===== config.mk =====
export PLATFORM = sky130hd
export DESIGN_NAME = reset_source_ctrl
export DESIGN_NICKNAME = d
export VERILOG_FILES = /design/src/rtl/rst_pkg.sv /design/src/rtl/wdt_if.sv /design/src/rtl/reset_source_ctrl.sv /design/src/rtl/watchdog_timer.sv
export VERILOG_INCLUDE_DIRS = /design/src /design/src/rtl
export SDC_FILE = /design/constraint.sdc
export NUM_CORES = 1
export LEC_CHECK = 0
export BUFFER_PORTS_ARGS = -buffer_cell sky130_fd_sc_hd__buf_2
export CORE_ASPECT_RATIO = 0.8
export CORE_UTILIZATION = 49
export CTS_CLUSTER_SIZE = 24
export DETAILED_ROUTE_END_ITERATION = 8
export PLACE_DENSITY = 0.76
export SLEW_MARGIN = 10
export SYNTH_ARGS = -nofsm -noshare
export SYNTH_HDL_FRONTEND = slang
export SYNTH_SLANG_ARGS = --single-unit

===== constraint.sdc =====
create_clock -name pclk -period 2.77 [get_ports pclk]
set_input_delay 0.554 -clock pclk [delete_from_list [all_inputs] [get_ports pclk]]
set_output_delay 0.554 -clock pclk [all_outputs]
set_load 0.005 [all_outputs]

===== src/rtl/rst_params.svh =====
// Constants for the reset-source and watchdog block
//
// Notes on behaviour
// - Writing one to bit 5 of reset_source_register arms the comparator reset.
// - Armed comparator resets the device while plus input is below minus input.
// - Comparator flag reads one after a comparator reset, zero after others.
// - Comparator, conversion-start and watchdog resets never touch the reset pin.
// - Writing one to bit 6 of reset_source_register arms the conversion-start reset.
// - Armed conversion-start input holds reset while low; level, not edge, sensitive.
// - Conversion-start flag reads one after its reset, zero after others.
// - Watchdog overflow resets the device; a software restart before overflow prevents it.
// - After every reset the watchdog runs enabled with its longest interval.
// - Software may disable or lock the watchdog; locked ignores disable requests.
// - A locked watchdog stays enabled until the next system reset.
// - Watchdog is a 21-bit system-clock counter timing restarts against a limit.
// - Reset holds at least 12 cycles after pin release; pin flag is bit 0.
// - Missing-clock detector, once enabled by writing one to bit 2 of reset_source_register, resets the device and sets flag bit 2.
`ifndef RST_PARAMS_SVH
`define RST_PARAMS_SVH

// --------------------------------------------------------------
// Register byte offsets
// --------------------------------------------------------------
`define OFS_RESET_SOURCE 12'h000
`define OFS_WDT_CONTROL 12'h004
`define OFS_IRQ_STATUS 12'h008
`define OFS_IRQ_CLEAR 12'h00C
`define OFS_IRQ_ENABLE 12'h010

// --------------------------------------------------------------
// Reset source field positions
// --------------------------------------------------------------
`define BIT_PIN_FLAG 0
`define BIT_MCD_FLAG 2
`define BIT_WDT_FLAG 3
`define BIT_CMP_FLAG 5
`define BIT_CNV_FLAG 6

// --------------------------------------------------------------
// Watchdog control fields and keys
// --------------------------------------------------------------
`define WDT_BIT_SEL_WR 7
`define WDT_KEY_RESTART 8'hA5
`define WDT_KEY_DISABLE 8'hDE
`define WDT_KEY_LOCK 8'hFF
`define WDT_BIT_ENABLED 4
`define WDT_BIT_LOCKED 3
`define WDT_SEL_RESET 3'h7
`define WDT_WIDTH 21
`define WDT_SHIFT_BASE 14

// --------------------------------------------------------------
// Reset values and timing
// --------------------------------------------------------------
`define SYNC_RESET_VAL 4'h7
`define FLAGS_RESET_VAL 8'h00
`define CLK_PERIOD_NS 10
`define MCD_TIMEOUT_US 100
`define RST_STRETCH_CYC 12

`endif


===== src/rtl/rst_pkg.sv =====
// Types for the reset-source and watchdog block
package rst_pkg;
    typedef enum logic [1:0] {
        ST_RUN = 2'b00,
        ST_HOLD = 2'b01,
        ST_STRETCH = 2'b10
    } seq_state_type;
endpackage : rst_pkg


===== src/rtl/wdt_if.sv =====
// Control and status link between reset controller and watchdog
`timescale 1ns/1ns
interface wdt_if;
    logic soft_rst;
    logic restart;
    logic disable_req;
    logic lock_req;
    logic sel_wr;
    logic [2:0] sel_val;
    logic enabled;
    logic locked;
    logic [2:0] sel;
    logic overflow;
    modport ctrl (output soft_rst, restart, disable_req, lock_req, sel_wr, sel_val,
                  input enabled, locked, sel, overflow);
    modport wdt (input soft_rst, restart, disable_req, lock_req, sel_wr, sel_val,
                 output enabled, locked, sel, overflow);
endinterface : wdt_if


===== src/rtl/reset_source_ctrl.sv =====
// Reset-source controller with APB registers and watchdog
`timescale 1ns/1ns
`include "rst_params.svh"
module reset_source_ctrl import rst_pkg::*; #(
    parameter int unsigned WDT_SHIFT_BASE = `WDT_SHIFT_BASE
) (
    // Clock and reset
    input wire logic pclk,
    input wire logic presetn,
    // APB slave
    input wire logic psel,
    input wire logic penable,
    input wire logic pwrite,
    input wire logic [11:0] paddr,
    input wire logic [31:0] pwdata,
    output logic [31:0] prdata,
    output logic pready,
    output logic pslverr,
    // Reset sources
    input wire logic ext_reset_n,
    input wire logic comparator_out,
    input wire logic conversion_start_input,
    input wire logic missing_clock_in,
    // System outputs
    output logic sys_reset_n,
    output logic irq
);
    // --------------------------------------------------------------
    // Declarations
    // --------------------------------------------------------------
    wdt_if wdt_link ();
    logic [3:0] async_in;
    logic [3:0] sync1_r;
    logic [3:0] sync2_r;
    logic pin_low;
    logic cmp_low;
    logic cnv_low;
    logic mcd_hit;
    logic cmp_arm_r;
    logic cnv_arm_r;
    logic mcd_en_r;
    logic [7:0] src_now;
    logic any_src;
    seq_state_type state_r;
    seq_state_type state_nxt;
    logic [3:0] stretch_r;
    logic [7:0] cause_r;
    logic [7:0] flags_r;
    logic sys_rst_n_r;
    logic [7:0] irq_stat_r;
    logic [7:0] irq_en_r;
    logic irq_r;
    logic setup_ph;
    logic wr_acc;
    logic [31:0] rd_mux;
    logic addr_ok;
    logic [31:0] prdata_r;
    logic pready_r;
    logic pslverr_r;
    logic release_ev;
    logic [7:0] wdt_rd;

    assign prdata = prdata_r;
    assign pready = pready_r;
    assign pslverr = pslverr_r;
    assign sys_reset_n = sys_rst_n_r;
    assign irq = irq_r;

    // --------------------------------------------------------------
    // Input synchronisers
    // --------------------------------------------------------------
    assign async_in = {missing_clock_in, conversion_start_input, comparator_out, ext_reset_n};

    genvar gi;
    generate
        for (gi = 0; gi < 4; gi++) begin : g_sync
            always_ff @(posedge pclk or negedge presetn) begin
                if (!presetn) begin
                    sync1_r[gi] <= 1'(`SYNC_RESET_VAL >> gi);
                    sync2_r[gi] <= 1'(`SYNC_RESET_VAL >> gi);
                end else begin
                    sync1_r[gi] <= async_in[gi];
                    sync2_r[gi] <= sync1_r[gi];
                end
            end
        end
    endgenerate

    assign pin_low = !sync2_r[0];
    assign cmp_low = !sync2_r[1];
    assign cnv_low = !sync2_r[2];
    assign mcd_hit = sync2_r[3];

    // --------------------------------------------------------------
    // Source combination
    // --------------------------------------------------------------
    // Only a request into the sequencer; the reset pin is input only
    always_comb begin
        src_now = 8'h00;
        src_now[`BIT_PIN_FLAG] = pin_low;
        src_now[`BIT_MCD_FLAG] = mcd_en_r && mcd_hit;
        src_now[`BIT_WDT_FLAG] = wdt_link.overflow;
        src_now[`BIT_CMP_FLAG] = cmp_arm_r && cmp_low;
        src_now[`BIT_CNV_FLAG] = cnv_arm_r && cnv_low;
    end

    assign any_src = |src_now;

    // --------------------------------------------------------------
    // Reset sequencer
    // --------------------------------------------------------------
    always_comb begin
        state_nxt = state_r;
        unique case (state_r)
            ST_RUN: begin
                if (any_src) begin
                    state_nxt = ST_HOLD;
                end
            end
            ST_HOLD: begin
                if (!any_src) begin
                    state_nxt = ST_STRETCH;
                end
            end
            ST_STRETCH: begin
                if (any_src) begin
                    state_nxt = ST_HOLD;
                end else if (stretch_r == 4'(`RST_STRETCH_CYC - 1)) begin
                    state_nxt = ST_RUN;
                end
            end
            default: begin
                state_nxt = ST_HOLD;
            end
        endcase
    end

    always_ff @(posedge pclk or negedge presetn) begin
        if (!presetn) begin
            state_r <= ST_HOLD;
        end else begin
            state_r <= state_nxt;
        end
    end

    always_ff @(posedge pclk or negedge presetn) begin
        if (!presetn) begin
            stretch_r <= 4'h0;
        end else if (state_r == ST_STRETCH && !any_src) begin
            stretch_r <= stretch_r + 4'h1;
        end else begin
            stretch_r <= 4'h0;
        end
    end

    always_ff @(posedge pclk or negedge presetn) begin
        if (!presetn) begin
            sys_rst_n_r <= 1'b0;
        end else begin
            sys_rst_n_r <= (state_nxt == ST_RUN);
        end
    end

    assign release_ev = (state_r == ST_STRETCH) && (state_nxt == ST_RUN);

    // Causes gathered from entry into reset until release
    always_ff @(posedge pclk or negedge presetn) begin
        if (!presetn) begin
            cause_r <= `FLAGS_RESET_VAL;
        end else if (state_r == ST_RUN) begin
            cause_r <= src_now;
        end else begin
            cause_r <= cause_r | src_now;
        end
    end

    always_ff @(posedge pclk or negedge presetn) begin
        if (!presetn) begin
            flags_r <= `FLAGS_RESET_VAL;
        end else if (release_ev) begin
            flags_r <= cause_r;
        end
    end

    // --------------------------------------------------------------
    // Source arming
    // --------------------------------------------------------------
    assign setup_ph = psel && !penable;
    assign wr_acc = psel && penable && pready_r && pwrite && !pslverr_r;

    always_ff @(posedge pclk or negedge presetn) begin
        if (!presetn) begin
            cmp_arm_r <= 1'b0;
            cnv_arm_r <= 1'b0;
            mcd_en_r <= 1'b0;
        end else if (wr_acc && paddr == `OFS_RESET_SOURCE) begin
            cmp_arm_r <= pwdata[`BIT_CMP_FLAG];
            cnv_arm_r <= pwdata[`BIT_CNV_FLAG];
            mcd_en_r <= pwdata[`BIT_MCD_FLAG];
        end
    end

    // --------------------------------------------------------------
    // Watchdog
    // --------------------------------------------------------------
    assign wdt_link.soft_rst = !sys_rst_n_r;
    assign wdt_link.restart = wr_acc && paddr == `OFS_WDT_CONTROL
        && pwdata[7:0] == `WDT_KEY_RESTART;
    assign wdt_link.disable_req = wr_acc && paddr == `OFS_WDT_CONTROL
        && pwdata[7:0] == `WDT_KEY_DISABLE;
    assign wdt_link.lock_req = wr_acc && paddr == `OFS_WDT_CONTROL
        && pwdata[7:0] == `WDT_KEY_LOCK;
    assign wdt_link.sel_wr = wr_acc && paddr == `OFS_WDT_CONTROL
        && !pwdata[`WDT_BIT_SEL_WR];
    assign wdt_link.sel_val = pwdata[2:0];

    watchdog_timer #(
        .SHIFT_BASE(WDT_SHIFT_BASE)
    ) u_wdt (
        .pclk(pclk),
        .presetn(presetn),
        .ctl(wdt_link.wdt)
    );

    always_comb begin
        wdt_rd = 8'h00;
        wdt_rd[2:0] = wdt_link.sel;
        wdt_rd[`WDT_BIT_LOCKED] = wdt_link.locked;
        wdt_rd[`WDT_BIT_ENABLED] = wdt_link.enabled;
    end

    // --------------------------------------------------------------
    // Interrupt status, clear and enable
    // --------------------------------------------------------------
    always_ff @(posedge pclk or negedge presetn) begin
        if (!presetn) begin
            irq_stat_r <= 8'h00;
        end else begin
            // Set wins over a clear in the same cycle
            irq_stat_r <= (irq_stat_r & ~((wr_acc && paddr == `OFS_IRQ_CLEAR) ?
                pwdata[7:0] : 8'h00)) | (release_ev ? cause_r : 8'h00);
        end
    end

    always_ff @(posedge pclk or negedge presetn) begin
        if (!presetn) begin
            irq_en_r <= 8'h00;
        end else if (wr_acc && paddr == `OFS_IRQ_ENABLE) begin
            irq_en_r <= pwdata[7:0];
        end
    end

    always_ff @(posedge pclk or negedge presetn) begin
        if (!presetn) begin
            irq_r <= 1'b0;
        end else begin
            irq_r <= |(irq_stat_r & irq_en_r);
        end
    end

    // --------------------------------------------------------------
    // APB slave
    // --------------------------------------------------------------
    always_comb begin
        rd_mux = 32'h0000_0000;
        addr_ok = 1'b1;
        unique case (paddr)
            `OFS_RESET_SOURCE: rd_mux[7:0] = flags_r;
            `OFS_WDT_CONTROL: rd_mux[7:0] = wdt_rd;
            `OFS_IRQ_STATUS: rd_mux[7:0] = irq_stat_r;
            `OFS_IRQ_CLEAR: rd_mux = 32'h0000_0000;
            `OFS_IRQ_ENABLE: rd_mux[7:0] = irq_en_r;
            default: addr_ok = 1'b0;
        endcase
    end

    always_ff @(posedge pclk or negedge presetn) begin
        if (!presetn) begin
            pready_r <= 1'b0;
            pslverr_r <= 1'b0;
            prdata_r <= 32'h0000_0000;
        end else if (setup_ph) begin
            pready_r <= 1'b1;
            pslverr_r <= !addr_ok;
            prdata_r <= pwrite ? 32'h0000_0000 : rd_mux;
        end else begin
            pready_r <= 1'b0;
            pslverr_r <= 1'b0;
            prdata_r <= 32'h0000_0000;
        end
    end

    // --------------------------------------------------------------
    // Checks
    // --------------------------------------------------------------
    cmp_arm_a: assert property (@(posedge pclk) disable iff (!presetn)
        wr_acc && paddr == `OFS_RESET_SOURCE && pwdata[`BIT_CMP_FLAG] |=> cmp_arm_r)
        else $error("comparator reset not armed by write");

    cnv_arm_a: assert property (@(posedge pclk) disable iff (!presetn)
        wr_acc && paddr == `OFS_RESET_SOURCE && pwdata[`BIT_CNV_FLAG] |=> cnv_arm_r)
        else $error("conversion-start reset not armed by write");

    cmp_reset_a: assert property (@(posedge pclk) disable iff (!presetn)
        cmp_arm_r && !sync2_r[1] |=> !sys_rst_n_r)
        else $error("armed comparator low did not reset");

    cnv_hold_a: assert property (@(posedge pclk) disable iff (!presetn)
        cnv_arm_r && !sync2_r[2] ##1 cnv_arm_r && !sync2_r[2] |-> !sys_rst_n_r)
        else $error("released while conversion-start held low");

    flag_only_a: assert property (@(posedge pclk) disable iff (!presetn)
        $rose(sys_rst_n_r) |-> flags_r[`BIT_CMP_FLAG] == $past(cause_r[`BIT_CMP_FLAG])
            && flags_r[`BIT_CNV_FLAG] == $past(cause_r[`BIT_CNV_FLAG]))
        else $error("reset cause flags wrong after release");

    wdt_reset_a: assert property (@(posedge pclk) disable iff (!presetn)
        wdt_link.overflow |=> !sys_rst_n_r ##[1:20] sys_rst_n_r)
        else $error("watchdog overflow reset missing or stuck");

    wdt_boot_a: assert property (@(posedge pclk) disable iff (!presetn)
        $rose(sys_rst_n_r) |-> wdt_link.enabled && !wdt_link.locked
            && wdt_link.sel == `WDT_SEL_RESET)
        else $error("watchdog not at boot state after reset");

    stretch_hold_a: assert property (@(posedge pclk) disable iff (!presetn)
        $rose(sys_rst_n_r) |-> $past(!pin_low, 12) && $past(!sys_rst_n_r, 12))
        else $error("reset stretched fewer than 12 cycles");

    pin_flag_a: assert property (@(posedge pclk) disable iff (!presetn)
        pin_low && state_r != ST_RUN ##1 !pin_low [*8] ##1 !pin_low [*8] |->
            !sys_rst_n_r || flags_r[`BIT_PIN_FLAG])
        else $error("pin reset flag not set on release");

    lock_keep_a: assert property (@(posedge pclk) disable iff (!presetn)
        wdt_link.locked && sys_rst_n_r |=> wdt_link.locked)
        else $error("watchdog lock lost without reset");

    wdt_quiet_a: assert property (@(posedge pclk) disable iff (!presetn)
        !wdt_link.enabled |=> !wdt_link.overflow)
        else $error("disabled watchdog overflowed");
endmodule : reset_source_ctrl


===== src/rtl/watchdog_timer.sv =====
// Watchdog counter with enable, lock and interval select
`timescale 1ns/1ns
`include "rst_params.svh"
module watchdog_timer import rst_pkg::*; #(
    parameter int unsigned SHIFT_BASE = `WDT_SHIFT_BASE
) (
    // Clock and reset
    input wire logic pclk,
    input wire logic presetn,
    // Control link
    wdt_if.wdt ctl
);
    logic [`WDT_WIDTH-1:0] count_r;
    logic [`WDT_WIDTH-1:0] limit_m1;
    logic [`WDT_WIDTH:0] limit_full;
    logic en_r;
    logic lock_r;
    logic [2:0] sel_r;
    logic ovf_r;

    assign limit_full = (`WDT_WIDTH+1)'(1) << (SHIFT_BASE + 32'(sel_r));
    assign limit_m1 = `WDT_WIDTH'(limit_full - (`WDT_WIDTH+1)'(1));
    assign ctl.enabled = en_r;
    assign ctl.locked = lock_r;
    assign ctl.sel = sel_r;
    assign ctl.overflow = ovf_r;

    // --------------------------------------------------------------
    // Enable, lock and interval
    // --------------------------------------------------------------
    always_ff @(posedge pclk or negedge presetn) begin
        if (!presetn) begin
            en_r <= 1'b1;
            lock_r <= 1'b0;
            sel_r <= `WDT_SEL_RESET;
        end else if (ctl.soft_rst) begin
            en_r <= 1'b1;
            lock_r <= 1'b0;
            sel_r <= `WDT_SEL_RESET;
        end else begin
            if (ctl.lock_req) begin
                lock_r <= 1'b1;
                en_r <= 1'b1;
            end else if (ctl.disable_req && !lock_r) begin
                en_r <= 1'b0;
            end else if (ctl.restart) begin
                en_r <= 1'b1;
            end
            if (ctl.sel_wr) begin
                sel_r <= ctl.sel_val;
            end
        end
    end

    // --------------------------------------------------------------
    // Counter and overflow
    // --------------------------------------------------------------
    always_ff @(posedge pclk or negedge presetn) begin
        if (!presetn) begin
            count_r <= '0;
            ovf_r <= 1'b0;
        end else if (ctl.soft_rst || ctl.restart || !en_r) begin
            count_r <= '0;
            ovf_r <= 1'b0;
        end else if (count_r == limit_m1) begin
            count_r <= '0;
            ovf_r <= 1'b1;
        end else begin
            count_r <= count_r + `WDT_WIDTH'(1);
            ovf_r <= 1'b0;
        end
    end

    wdt_lock_a: assert property (@(posedge pclk) disable iff (!presetn)
        lock_r && ctl.disable_req && !ctl.soft_rst |=> en_r && lock_r)
        else $error("locked watchdog was disabled");
endmodule : watchdog_timer


==> results.sh <==
export IMPL_crit_type="reg -> reg"
export IMPL_layoutNonFillerInstCount=558
export IMPL_antenna_found_initial=0
export IMPL_yosys_warnings=0
export IMPL_die_h_um=83.8
export IMPL_grt_pass1_wl_mm=14.1
export IMPL_wirelength_mm=8.33
export IMPL_cp_start_kind="flop"
export IMPL_start_util_pct=51.2
export IMPL_r2r_cells=9
export IMPL_hold_viol=0
export IMPL_portBuffers=40
export IMPL_synth_avg_cell_area_um2=10.4
export IMPL_async_reset_ff_share_pct=100
export IMPL_grt_overflow_total=0
export IMPL_clock_path_buffers=2
export IMPL_synthFlopType="dfrtp_1"
export IMPL_area_growth_pct=11.1
export IMPL_tns_ns=0
export IMPL_synthTopCellsByArea="dfrtp_1 43%, dfstp_2 7.0%, nand2_1 5.0%, buf_4 4.4%, xor2_1 3.2%"
export IMPL_numPlacedInstances=542
export IMPL_synthCells=394
export IMPL_synth_top_area_cell="dfrtp_1"
export IMPL_layout_commonest_cell="dfrtp_1"
export IMPL_cts_root_buffer="clkbuf_8"
export IMPL_cp_max_fo=11
export IMPL_cts_hold_buffers=0
export IMPL_numClockSinks=82
export IMPL_die_w_um=104
export IMPL_drt_wirelength_per_cell_um=14.9
export IMPL_pre_cts_slack_ns=0.0740
export IMPL_fmax_mhz=385
export IMPL_fin_skew_ns=0.0100
export IMPL_arrival_ns=2.85
export IMPL_dr_pass1_iters=5
export IMPL_hold_path_class="in -> async"
export IMPL_setup_violations=0
export IMPL_regToRegSetupSlack_ns=0.17
export IMPL_maxSlewViolCount=0
export IMPL_path_clk_slew_ns=0.09
export IMPL_num_vias=2958
export IMPL_end_kind="flop"
export IMPL_hpwlAfterDp_mm=6.14
export IMPL_ys_ff_latch=82
export IMPL_vias_per_cell=5.30
export IMPL_layout_setup_ws_ns=0.171
export IMPL_track_usage_pct=20.8
export IMPL_grt_max_degree=45
export IMPL_slew_limit_headroom_pct=58.5
export IMPL_fin_nets=504
export IMPL_status="complete, no violations"
export IMPL_rows=29
export IMPL_pin_count=89
export IMPL_fin_crit_sh_pct=93.8
export IMPL_cap_violations=0
export IMPL_worstSkewPairLatency_ns=0.36
export IMPL_first_iter_violations=154
export IMPL_fin_crit_ns=2.60
export IMPL_coreArea_um2=8020
export IMPL_cts_setup_buffers=0
export IMPL_cts_resized=0
export IMPL_synth_top_area_share_pct=43.3
export IMPL_drc=0
export IMPL_power_mw=2.17
export IMPL_cts_buffers=9
export IMPL_crit_buf_inv=2
export IMPL_postRouteAntennaNets=0
export IMPL_detailed_place_area_um2=4370
export IMPL_cp_required_ns=3.02
export IMPL_slowest_delay_ns=0.61
export IMPL_peakVddDrop_mv=0.214
export IMPL_grt_pass1_vias=2934
export IMPL_ys_types=59
export IMPL_syn_area_um2=4100
export IMPL_final_cell_mix="71 x dfrtp_1, 55 x nand2_1, 39 x buf_2"
export IMPL_worst_pin_slew_ns=0.618
export IMPL_reg2reg_to="u_wdt.count_r[20]"
export IMPL_cts_tree="built"
export IMPL_dieArea_um2=8740
export IMPL_worst_path_most_repeated_cell="nor2_1"
export IMPL_synth_edff_count=0
export IMPL_num_antenna_cells=0
export IMPL_rsz0062_at_grt="no"
export IMPL_powerDensity_nw_per_um2=477
export IMPL_crit_family="flip-flops"
export IMPL_ys_seq_area_share_pct=50.4
export IMPL_htreeDepth=3
export IMPL_gp_congestion=0.862
export IMPL_cpMaxStageDelayCell="dfstp_2"
export IMPL_crit_chain="inv_1 -> ha_2 -> nand2_1 -> nor2_1 -> o2111a_1 -> nand4_1 -> o41ai_4 -> buf_4 -> nor2_1"
export IMPL_drive_gt1_share_pct=23.3
export IMPL_rr_startpoint="u_wdt.ctl.sel[2]"
export IMPL_leakage_nw=2.10
export IMPL_stdcell_area_um2=4560
-- worst reg2reg max path: stages, from the launching register on --
cell,delay [ns]
dfstp_2,0.61
inv_1,0.11
ha_2,0.47
nand2_1,0.14
nor2_1,0.12
o2111a_1,0.17
nand4_1,0.17
o41ai_4,0.38
buf_4,0.25
nor2_1,0.07
-- synth_stat cells (2+ instances only) --
master,instances
nor4_1,5
o21ai_1,2
nor4b_2,2
a21boi_0,3
nor2_2,11
and2_1,3
nor3_1,5
xnor2_1,13
or2_2,2
a21oi_1,3
dfrtp_1,71
mux2_2,3
ha_1,6
mux2_1,11
nor2b_1,8
buf_4,24
a222oi_1,3
a21o_1,2
o211ai_1,5
nor3b_1,2
a22oi_1,9
inv_1,7
nand2_1,55
nor2_1,34
buf_6,3
buf_2,3
a31oi_1,2
nand4_1,9
o21ai_0,10
a22o_1,5
and4_1,2
xor2_1,15
nand2b_1,6
dfstp_2,11
clkbuf_1,3
and3_1,2
nand3_1,12
-- layer usage --
layer  wire, um  vias up  part of all wire [%]  global-route usage, %
li1           -     1418                     -                      -
met1       3730     1454                    45                   27.7
met2       4050       75                    49                   32.8
met3        439       11                   5.3                   5.23
met4        114        0                   1.4                   8.05
met5          0        -                     0                      0
-- sequential cells by signal (all words and copies together) (netlist names), 2 cells and up --
name and count:
u_wdt.count_r 21, irq_en_r 8, irq_stat_r 8, prdata 8, cause_r 5, flags_r 5, stretch_r 4, sync1_r 4
sync2_r 3, u_wdt.ctl.sel 3, state_r 2
-- cells by family (layout without fill, tap and decap cells) --
group           count (synthesis)  after routing  share of synthesized area [%]
buf+inv                        41             74                           6.59
mux                            15             15                           4.09
simple gates                  168            168                           21.1
fa+ha+maj                       7              7                           2.07
other cells                     1             24                         0.0914
compound gates                 52             52                           9.76
flops                          82             82                           50.4
xor+xnor                       28             28                           5.98
-- worst max-delay path by stage --
| stage | endpoint | slack, ns | cells past startpoint | from |
|---|---|---|---|---|
| final | u_wdt.count_r[20] | 0.17 | 9 | u_wdt.ctl.sel[2] |
| after CTS | u_wdt.count_r[20] | 0.06 | 9 | u_wdt.ctl.sel[2] |
| after detailed placement | u_wdt.count_r[20] | 0.07 | 9 | u_wdt.ctl.sel[2] |
| after global routing | u_wdt.count_r[20] | 0.04 | 9 | u_wdt.ctl.sel[2] |
| after global placement | u_wdt.count_r[20] | 0.15 | 9 | u_wdt.ctl.sel[2] |
| after floorplan | u_wdt.count_r[12] | 0.12 | 11 | u_wdt.ctl.sel[1] |
-- power by group --
part	leakage, nW	switching (mW)	internal, mW
combinational	0.948	0.0802	0.0428
sequential	1.07	0.0162	1.22
clock	0.0886	0.473	0.339
total	2.10	0.570	1.60
-- area by class of cell --
cell class | count | area, um2
well taps | 108 | 135
clock inverters | 7 | 57.6
repair buffers | 50 | 290
flip-flops and latches | 82 | 2070
clock buffers | 9 | 124
fillers | 683 | 3460
multi-input cells | 294 | 1860
inverters | 8 | 30.0
-- through the flow --
stage / utilization [%] / hold WS, ns
CTS: 56.8 / 0.155
global route: 56.8 / 0.177
global placement: 54.5 / 0.338
detailed placement: 54.5 / 0.337
finish: 56.8 / 0.145
floorplan: - / 0.258
Note: power is estimated with default switching activity, not from simulation.
